## config.mk

```make
export PLATFORM = sky130hd
export DESIGN_NAME = nfhc_host
export DESIGN_NICKNAME = d
export VERILOG_FILES = /design/src/include/nfhc_pkg.sv /design/src/nfhc_host.sv
export VERILOG_INCLUDE_DIRS = /design/src /design/src/include
export SDC_FILE = /design/constraint.sdc
export NUM_CORES = 1
export LEC_CHECK = 0
export ABC_AREA = 1
export BUFFER_PORTS_ARGS = -buffer_cell sky130_fd_sc_hd__buf_4
export CORE_ASPECT_RATIO = 0.75
export CORE_MARGIN = 1.5
export CORE_UTILIZATION = 40
export CTS_BUF_LIST = sky130_fd_sc_hd__clkbuf_8
export CTS_CLUSTER_DIAMETER = 30
export DETAILED_ROUTE_END_ITERATION = 6
export HOLD_SLACK_MARGIN = 0.05
export SETUP_SLACK_MARGIN = 0.02
export SYNTH_ARGS = -nofsm -noshare
export SYNTH_HDL_FRONTEND = slang
export SYNTH_SLANG_ARGS = --single-unit
```

## constraint.sdc

```tcl
create_clock -name clk_i -period 5.3 [get_ports clk_i]
set_input_delay 0.53 -clock clk_i [delete_from_list [all_inputs] [get_ports clk_i]]
set_output_delay 0.53 -clock clk_i [all_outputs]
set_load 0.02 [all_outputs]
```

## src/include/nfhc_consts.svh

```systemverilog
// Timing and layout constants for the NOR flash host controller
`ifndef NFHC_CONSTS_SVH
`define NFHC_CONSTS_SVH
`define NFHC_CLK_NS            100
`define NFHC_RANDOM_ACCESS_NS  110
`define NFHC_PAGE_ACCESS_NS    25
`define NFHC_SETUP_NS          10
`define NFHC_WE_LOW_NS         50
`define NFHC_WE_HIGH_NS        30
`define NFHC_RESET_LOW_NS      50000
`define NFHC_RESET_READ_NS     50000
`define NFHC_RESET_WRITE_NS    50000
`define NFHC_RESET_ABORT_NS    30000
`define NFHC_BLOCK_SHIFT       16
`define NFHC_PAGE_BITS         4
`endif

```

## src/include/nfhc_pkg.sv

```systemverilog
// Types shared by the NOR flash host controller
package nfhc_pkg;
   typedef enum logic [1:0] {
      NFHC_OP_READ,
      NFHC_OP_WRITE,
      NFHC_OP_RESET
   } nfhc_op_t;

   typedef struct packed {
      nfhc_op_t    op;
      logic [26:0] addr;
      logic [15:0] wdata;
   } nfhc_req_t;

   typedef struct packed {
      logic [26:0] addr;
      logic        ce_n;
      logic        oe_n;
      logic        we_n;
      logic        rst_n;
      logic        wp_n;
   } nfhc_pins_t;
endpackage

```

## src/nfhc_host.sv

```systemverilog
// Host-side controller that drives the NOR flash asynchronous bus pins
// Notes on behaviour
// - Read: address out, select and output enable low, write strobe and reset high.
// - Write: select and strobe low, output enable high, reset and protect high; the host drives protect from wr_protect_i, not forced high.
// - Select toggled between reads forces a full random access time.
// - Host holds output enable high throughout every write cycle.
// - After reset release wait reset-to-read and reset-to-write delays.
// - Host tracks operations with one status method only.
`timescale 1ns/1ps
`include "nfhc_consts.svh"
module nfhc_host #(
   parameter int ADDR_W      = 27,
   parameter int DATA_W      = 16,
   parameter int RST_LOW_CYC = (`NFHC_RESET_LOW_NS + `NFHC_CLK_NS - 1) / `NFHC_CLK_NS,
   parameter int RST_RD_CYC  = (`NFHC_RESET_READ_NS + `NFHC_CLK_NS - 1) / `NFHC_CLK_NS,
   parameter int RST_WR_CYC  = (`NFHC_RESET_WRITE_NS + `NFHC_CLK_NS - 1) / `NFHC_CLK_NS
) (
   input  wire logic                clk_i,
   input  wire logic                sys_rst_i,
   input  wire logic                clk_en_i,
   input  wire nfhc_pkg::nfhc_req_t req_i,
   input  wire logic                req_valid_i,
   output logic                     req_ready_o,
   output logic [DATA_W-1:0]        rdata_o,
   output logic                     rdata_valid_o,
   input  wire logic                wr_protect_i,
   output logic                     flash_busy_o,
   output nfhc_pkg::nfhc_pins_t     pins_o,
   input  wire logic [DATA_W-1:0]   dq_i,
   output logic [DATA_W-1:0]        dq_o,
   output logic                     dq_oe_o,
   input  wire logic                ready_busy_n_i
);
   // Select falls a cycle after the request, then the data crosses two flops
   localparam int RACC_CYC = (`NFHC_RANDOM_ACCESS_NS + `NFHC_CLK_NS - 1) / `NFHC_CLK_NS + 2;
   localparam int PACC_CYC = (`NFHC_PAGE_ACCESS_NS + `NFHC_CLK_NS - 1) / `NFHC_CLK_NS + 1;
   localparam int WLOW_CYC = (`NFHC_WE_LOW_NS + `NFHC_CLK_NS - 1) / `NFHC_CLK_NS;
   localparam int WHI_CYC  = (`NFHC_WE_HIGH_NS + `NFHC_CLK_NS - 1) / `NFHC_CLK_NS;
   localparam int ABRT_CYC = (`NFHC_RESET_ABORT_NS + `NFHC_CLK_NS - 1) / `NFHC_CLK_NS;
   localparam int CNT_W    = 20;

   // Refuse sizes and counts that the sequencer cannot serve
   if (ADDR_W != 27 || DATA_W != 16) begin : g_chk_width
      $error("nfhc_host: address must be 27 bits and data 16 bits");
   end
   if (RST_LOW_CYC < ABRT_CYC || RST_RD_CYC < 1 || RST_WR_CYC < 1) begin : g_chk_reset
      $error("nfhc_host: reset counts out of range");
   end
   if (RST_LOW_CYC >= (1 << CNT_W) || RST_RD_CYC >= (1 << CNT_W) ||
       RST_WR_CYC >= (1 << CNT_W)) begin : g_chk_cnt
      $error("nfhc_host: reset counts exceed counter width");
   end

   typedef enum logic [2:0] {
      ST_RESET,
      ST_WAKE,
      ST_IDLE,
      ST_READ,
      ST_WR_SETUP,
      ST_WR_LOW,
      ST_WR_HIGH
   } nfhc_state_t;

   // Shared cycle count conversion for unsigned compares
   function automatic logic [CNT_W-1:0] cyc(input int n);
      cyc = CNT_W'(n);
   endfunction

   nfhc_state_t         state_r;
   logic [CNT_W-1:0]    cnt_r;
   logic [CNT_W-1:0]    wake_r;
   logic [ADDR_W-1:0]   addr_r;
   logic [DATA_W-1:0]   wdata_r;
   logic                ce_n_r;
   logic                oe_n_r;
   logic                we_n_r;
   logic                rst_n_r;
   logic                page_ok_r;
   logic [DATA_W-1:0]   rdata_r;
   logic                rvalid_r;
   logic [DATA_W-1:0]   dq_s1_r;
   logic [DATA_W-1:0]   dq_s2_r;
   logic [1:0]          rb_sync_r;
   logic                wp_r;
   logic                same_page;
   logic                is_read;
   logic                is_write;
   logic                is_reset;

   // Pins from outside pass two flops before use
   always_ff @(posedge clk_i or posedge sys_rst_i) begin
      if (sys_rst_i) begin
         dq_s1_r   <= 16'h0000;
         dq_s2_r   <= 16'h0000;
         rb_sync_r <= 2'b11;
      end else if (clk_en_i) begin
         dq_s1_r   <= dq_i;
         dq_s2_r   <= dq_s1_r;
         rb_sync_r <= {rb_sync_r[0], ready_busy_n_i};
      end
   end

   assign flash_busy_o = ~rb_sync_r[1];
   assign is_read      = req_i.op == nfhc_pkg::NFHC_OP_READ;
   assign is_write     = req_i.op == nfhc_pkg::NFHC_OP_WRITE;
   assign is_reset     = req_i.op == nfhc_pkg::NFHC_OP_RESET;
   // Page hit: same address above the in-page word index, select still low
   assign same_page = page_ok_r &&
      (req_i.addr[ADDR_W-1:`NFHC_PAGE_BITS] == addr_r[ADDR_W-1:`NFHC_PAGE_BITS]);
   // Writes wait for the write wake-up; reset requests are taken in idle whenever clk_en_i is high
   assign req_ready_o = (state_r == ST_IDLE) && clk_en_i &&
      (!is_write || wake_r >= cyc(RST_WR_CYC));

   // Main sequencer
   always_ff @(posedge clk_i or posedge sys_rst_i) begin
      if (sys_rst_i) begin
         state_r   <= ST_RESET;
         cnt_r     <= 20'h00000;
         addr_r    <= 27'h0000000;
         wdata_r   <= 16'h0000;
         ce_n_r    <= 1'b1;
         oe_n_r    <= 1'b1;
         we_n_r    <= 1'b1;
         rst_n_r   <= 1'b0;
         page_ok_r <= 1'b0;
         rdata_r   <= 16'h0000;
         rvalid_r  <= 1'b0;
         wp_r      <= 1'b0;
      end else if (clk_en_i) begin
         rvalid_r <= 1'b0;
         wp_r     <= wr_protect_i;
         case (state_r)
            // Reset held long enough to also cover an operation abort
            ST_RESET: begin
               ce_n_r    <= 1'b1;
               oe_n_r    <= 1'b1;
               we_n_r    <= 1'b1;
               rst_n_r   <= 1'b0;
               page_ok_r <= 1'b0;
               cnt_r     <= cnt_r + 20'h00001;
               if (cnt_r >= cyc(RST_LOW_CYC) - 20'h00001) begin
                  rst_n_r <= 1'b1;
                  cnt_r   <= 20'h00000;
                  state_r <= ST_WAKE;
               end
            end
            // Read wake-up must elapse before any access
            ST_WAKE: begin
               cnt_r <= cnt_r + 20'h00001;
               if (cnt_r >= cyc(RST_RD_CYC) - 20'h00001) begin
                  cnt_r   <= 20'h00000;
                  state_r <= ST_IDLE;
               end
            end
            ST_IDLE: begin
               if (req_valid_i && req_ready_o) begin
                  addr_r  <= req_i.addr;
                  wdata_r <= req_i.wdata;
                  cnt_r   <= 20'h00000;
                  if (is_reset) begin
                     state_r <= ST_RESET;
                  end else if (is_read) begin
                     // Page hit keeps select low; otherwise full random access
                     if (!same_page) begin
                        ce_n_r    <= 1'b1;
                        page_ok_r <= 1'b0;
                     end
                     // Only requested cycles go out, so one status method is never mixed
                     state_r <= ST_READ;
                  end else begin
                     ce_n_r  <= 1'b1;
                     oe_n_r  <= 1'b1;
                     state_r <= ST_WR_SETUP;
                  end
               end
            end
            ST_READ: begin
               ce_n_r <= 1'b0;
               oe_n_r <= 1'b0;
               we_n_r <= 1'b1;
               cnt_r  <= cnt_r + 20'h00001;
               // Random access time applies unless the page stays open
               if (cnt_r >= (page_ok_r ? cyc(PACC_CYC) : cyc(RACC_CYC))) begin
                  rdata_r   <= dq_s2_r;
                  rvalid_r  <= 1'b1;
                  // Output enable stays low so a page hit sees data as the address moves
                  page_ok_r <= 1'b1;
                  cnt_r     <= 20'h00000;
                  state_r   <= ST_IDLE;
               end
            end
            // Address settles before select and strobe fall together
            ST_WR_SETUP: begin
               page_ok_r <= 1'b0;
               oe_n_r    <= 1'b1;
               ce_n_r    <= 1'b0;
               we_n_r    <= 1'b0;
               state_r   <= ST_WR_LOW;
            end
            // Strobe rises first so the data edge is unambiguous
            ST_WR_LOW: begin
               cnt_r <= cnt_r + 20'h00001;
               if (cnt_r >= cyc(WLOW_CYC) - 20'h00001) begin
                  we_n_r  <= 1'b1;
                  cnt_r   <= 20'h00000;
                  state_r <= ST_WR_HIGH;
               end
            end
            ST_WR_HIGH: begin
               ce_n_r <= 1'b1;
               cnt_r  <= cnt_r + 20'h00001;
               if (cnt_r >= cyc(WHI_CYC) - 20'h00001) begin
                  cnt_r   <= 20'h00000;
                  state_r <= ST_IDLE;
               end
            end
            default: state_r <= ST_RESET;
         endcase
      end
   end

   // Time since reset release, saturating; gates the first write
   always_ff @(posedge clk_i or posedge sys_rst_i) begin
      if (sys_rst_i) begin
         wake_r <= 20'h00000;
      end else if (clk_en_i) begin
         if (!rst_n_r) begin
            wake_r <= 20'h00000;
         end else if (wake_r < cyc(RST_WR_CYC)) begin
            wake_r <= wake_r + 20'h00001;
         end
      end
   end

   // Data drive only while writing; output enable high there, so no contention
   assign dq_o    = wdata_r;
   assign dq_oe_o = (state_r == ST_WR_LOW) || (state_r == ST_WR_HIGH && !ce_n_r);
   assign rdata_o       = rdata_r;
   assign rdata_valid_o = rvalid_r;
   assign pins_o.addr   = addr_r;
   assign pins_o.ce_n   = ce_n_r;
   assign pins_o.oe_n   = oe_n_r;
   assign pins_o.we_n   = we_n_r;
   assign pins_o.rst_n  = rst_n_r;
   assign pins_o.wp_n   = ~wp_r;
endmodule

```

=== After elaboration in Yosys (flattened, before gate mapping) ===
Index checks and enable logic that the tools add are counted.

* Bits in registers: 143
* Input bits: 67
* Output and inout port bits: 68
* Logic and storage cells: 114

* Add/subtract/negate cells: 2
* Order comparisons: 5
* Eq/ne operators: 21
* Mux-type cells: 37
* Bitwise gates (word level): 2
* Reductions and logical operators: 31

{| class="wikitable"
|+ Operators with widths
! cell !! count
|-
| $mux 20 || 6
|-
| $pmux 20 s4 || 1
|-
| $add 20x1->20 const B || 2
|-
| $ge 20x9->1 const B || 2
|-
| $mux 3 || 9
|-
| $eq 23x23->1 || 1
|-
| $pmux 3 s7 || 1
|-
| $ge 20x1->1 const B || 1
|-
| $ge 20x3->1 || 1
|-
| $lt 20x9->1 const B || 1
|-
| $ne 2x2->1 const B || 9
|-
| $mux 1 || 16
|-
| $reduce_and 7->1 || 2
|-
| $pmux 1 s3 || 4
|-
| $reduce_and 3->1 || 4
|-
| $reduce_or 2->1 || 6
|-
| $reduce_and 5->1 || 2
|-
| $eq 3x3->1 const B || 3
|-
| $reduce_bool 3->1 || 3
|-
| $eq 3x2->1 const B || 2
|-
| $logic_and 1x1->1 || 5
|-
| $ne 2x1->1 const B || 2
|-
| $reduce_and 2->1 || 2
|-
| $reduce_bool 4->1 || 1
|-
| 9 further kinds || 12
|}

=== Logic depth before layout (Yosys ltp) ===
* Depth in word-level cells: 7
* Depth in mapped cells: 13
* Depth with buffers taken out: 12

=== Least setup slack after synthesis ===
No wires, ideal clock.

* Path type: input-to-reg
* Start: in clk_en_i
* End: reg wdata_r[10], in the netlist dq_o[10]
* Setup time: 0.125 ns
* Arrival: 1.646 ns
* Required time: 5.175 ns
* Slack: 3.529 ns
* Stages: 7
* Buffers on the path: 3
* Path through: clkbuf_1 inv_1 nor2_4 nand3_2 buf_6 buf_8 mux2_4

* Cells in the longest elaborated chain, start to end: 4

{| class="wikitable"
|+ Ends and longest elaborated chain
! element !! RTL line !! text
|-
| start: declaration || nfhc_host.sv:20 || <nowiki>input wire logic clk_en_i,</nowiki>
|-
| $logic_and 1x1->1 (2 in series) || nfhc_host.sv:111 || <nowiki>assign req_ready_o = (state_r == ST_IDLE) && clk_en_i &&</nowiki>
|-
| $logic_and 1x1->1 || nfhc_host.sv:156 || <nowiki>if (req_valid_i && req_ready_o) begin</nowiki>
|-
| $reduce_and 3->1 (no line) * || -- ||
|-
| end signal: assignment || nfhc_host.sv:158 || <nowiki>wdata_r <= req_i.wdata;</nowiki>
|-
| end: declaration || nfhc_host.sv:73 || <nowiki>logic [DATA_W-1:0] wdata_r;</nowiki>
|}

Mark *: on every way between the ends. The rest lies on a longest branch, timed or not.
A chain may end at the register's enable or synchronous reset.

=== Final worst setup path ===
* Start: in clk_en_i
* End: reg cnt_r[0]

* Cells in the longest elaborated chain, start to end: 5

{| class="wikitable"
|+ Ends and longest elaborated chain
! element !! RTL line !! text
|-
| $logic_and 1x1->1 (2 in series) || nfhc_host.sv:111 ||
|-
| $logic_and 1x1->1 || nfhc_host.sv:156 ||
|-
| $ne 2x1->1 (no line) || -- ||
|-
| $reduce_and 3->1 (no line) * || -- ||
|-
| end signal: assignment || nfhc_host.sv:140 || <nowiki>cnt_r <= cnt_r + 20'h00001;</nowiki>
|-
| end signal: assignment || nfhc_host.sv:149 || <nowiki>cnt_r <= cnt_r + 20'h00001;</nowiki>
|-
| end signal: assignment || nfhc_host.sv:181 || <nowiki>cnt_r <= cnt_r + 20'h00001;</nowiki>
|-
| end: declaration || nfhc_host.sv:70 || <nowiki>logic [CNT_W-1:0] cnt_r;</nowiki>
|}

Marks and branches as above.

==> run metrics <==
Final Hold Vio Count 0; # port buffers roughly 130; Slew @ Worst Pin 0.979 ns; antenna violations before repair 0; Cell Int Power 0.00219 W; Yosys reg bits 143; Buf+Inv Stages, Crit Path 3; combinational fraction of design power 0.311; Initial Utilization 0.410; antenna cells 0; routed wl met3 ~780 µm; Req. time, crit path around 5.7 ns; status completed; Syn Nets ~850; Critical Path End Type flop; sw power 0.00124 W; final setup skew 0.0143 ns; via count 5,084; largest net degree at the start of global routing ~110; Tot GR Track Use 0.172; Reg clk slew, reported paths roughly 0.090 ns; Worst Reg-to-Reg Cells 10; hold crit path type primary input to flop; EDFF count, synth 0; Nets ~980; final wirelength about 14 mm; post-CTS setup buffer count 0; largest stage delay on the critical path 0.66 ns; Clock Latency Late Sink roughly 0.44 ns; Max Slew Vio Count 0; routed len/inst 12.4 µm; HP Start dq_i[4]; Vias/cell between 4 and 5; Die ar. between 0.015 and 0.02 mm²; Tmin final ~3.1 ns; number of CTS-inserted buffers 17; CORE AREA approximately 0.016 mm²; Worst path slowest cell nand3_2; dominant synthesized flop cell dfrtp_1; switching part of the total 0.362; Final setup viols 0; worst-path fanout max 60; P per Cell Area ~420 mW/mm²; FP Rows 40; # DRC 0; worst hold path depth 3; detailed router's first-iteration violation count approximately 280; Synth Cell Area 0.00659 mm²; layout cell share with drive strength beyond 1 0.228; Max Fclk between 300 and 400 MHz; routed wl met2 between 5 and 6 mm; DR top layer met4; Final GP Congestion roughly 0.8; Async SR Flop Fraction 1.00; Slew HR 0.346; number of I/O pins around 140; vias in the first global route 4,828; Critical Path AT around 3.4 ns; hpwl dp just under 10 mm; Synth Warn # 0; Critical Path Start Type primary input; Leak around 4.3 nW; gr ovfl total 0; R2R setup slack roughly 2.6 ns; post-cts resize count 0; CP top delay family simple AND/OR/NAND/NOR gates; Most common cell on crit path nand2_2; Seq pwr share 0.438; root buf cell clkbuf_8; sequential fraction of the synthesis area 0.544; Hold Crit Endpoint dq_s1_r[4]; router iterations before antenna repair 4; hold_ws between 0.2 and 0.3 ns; clock buffer depth 2; setup TNS 0 ns; hold buffers post-CTS 0; first-pass GRT wire length between 20 and 25 mm; CTS tree built; ANT nets after route 0; Synth Instances 776; Tcrit/Tclk final 0.578; Max-Cap Viols 0; chip width 151 µm; Area Growth Syn to Fin 22.9%; htree depth 4; worst-path cell chain buf_4 > inv_1 > nor2_4 > nand3_2 > nand2_2 > nand2_2 > inv_2 > nand3_1 > o21ai_1; Netlist cell types 38; RR Endpoint cnt_r[0]; worst vdd ir 0.000139 V; Clock Power Share 0.250; WL met1 between 7 and 8 mm; RSZ-0062 raised after global routing false; Setup CP Type primary input to flop; Die H approximately 110 µm; worst reg2reg path startpoint state_r[1]; Syn Area/Cell 8.50 µm²; Fillers between 1,500 and 2,000; Clock Sinks about 140
-- worst max path at each step --
stage	endpoint	slack, ns	cells after the start	start
6_report	cnt_r[0]	2.23	9	clk_en_i
5_1_grt	cnt_r[0]	1.86	9	clk_en_i
4_1_cts	cnt_r[0]	2.22	9	clk_en_i
3_5_place_dp	cnt_r[1]	1.72	9	clk_en_i
3_3_place_gp	cnt_r[0]	1.82	9	clk_en_i
2_1_floorplan	addr_r[0]	0.94	1	sys_rst_i
-- metal layers --
layer	global-route usage	vias up
met1	0.253	2297
li1	-	2652
met4	0.0421	0
met3	0.0482	8
met5	0	-
met2	0.250	127
-- worst min-delay path, delay by kind of cell --
kind | cells | cell delay [ns]
simple gates | 2 | 0.09
buf+inv | 1 | 0.07
-- area by class of cell --
class                           count  area (µm²)  area share
Sequential cell                   143        3580       0.442
Multi-Input combinational cell    491        2410       0.298
Timing Repair Buffer              136        1020       0.126
Inverter                          115         437      0.0539
Tap cell                          210         263      0.0324
Clock buffer                       17         234      0.0289
Clock inverter                     15         151      0.0187
-- power by group through the flow --
stage	registers (W)	logic, W	clock network, W
4_1_cts	0.00151	0.00108	0.000885
6_report	0.00150	0.00107	0.000859
5_1_grt	0.00154	0.00118	0.000934
3_5_place_dp	0.00152	0.00108	0
3_3_place_gp	0.00153	0.00106	0
2_1_floorplan	0.00169	0.000464	0
-- stage by stage --
stage	util	total power [W]	instance area, µm²	setup slack, ns	std cells
6_report	0.505	0.00343	8110	2.23	1127
5_1_grt	0.505	0.00365	8110	1.86	1127
4_1_cts	0.505	0.00347	8110	2.22	1127
3_5_place_dp	0.481	0.00260	7720	1.72	1095
3_3_place_gp	0.481	0.00259	7720	1.82	1095
2_1_floorplan	-	0.00216	6590	0.940	776
-- flip-flops by register name, indices dropped and copies added (netlist names) --
signal / cells
wp_r: 1
dq_o: 16
oe_n_r: 1
rb_sync_r: 2
rdata_o: 16
we_n_r: 1
cnt_r: 20
rdata_valid_o: 1
dq_s2_r: 16
addr_r: 27
page_ok_r: 1
dq_s1_r: 16
wake_r: 20
ce_n_r: 1
rst_n_r: 1
state_r: 3
-- placed cells by master (no fill, tap or decap), types with 3 or more instances in the layout --
cell,count
nand2_1,242
dfrtp_1,138
buf_4,136
inv_1,111
nor2_1,72
o21ai_0,68
nand3_1,20
clkbuf_8,17
mux2_4,16
xor2_1,12
nor3_1,8
a21oi_1,8
nand4_1,7
o21ai_1,6
inv_6,5
mux2_2,5
ha_1,5
dfstp_2,5
inv_8,4
inv_2,3
nand2_2,3
clkinvlp_4,3
-- logic make-up (layout without fill, tap and decap cells) --
family          after synthesis  in the layout  synth area share
simple gates                366            366             0.227
compound gates               87             87            0.0685
fa+ha+maj                     5              5           0.00949
flops                       143            143             0.544
buf+inv                     142            283            0.0901
mux                          21             21            0.0450
xor+xnor                     12             12            0.0159
-- synthesized netlist by cell type, drive strengths merged (2+ instances only) --
cell type | count | area [µm²]
dfrtp | 138 | 3450
clkbuf | 9 | 33.8
dfstp | 5 | 131
o21ai | 74 | 370
ha | 5 | 62.6
nand3 | 22 | 120
nor3 | 9 | 50.1
a21oi | 8 | 40.0
inv | 115 | 432
nand3b | 2 | 15.0
xor2 | 12 | 105
nor2 | 76 | 305
nand4 | 7 | 43.8
buf | 18 | 129
nand2 | 246 | 938
mux2 | 21 | 297
(Power assumes the default switching activity.)
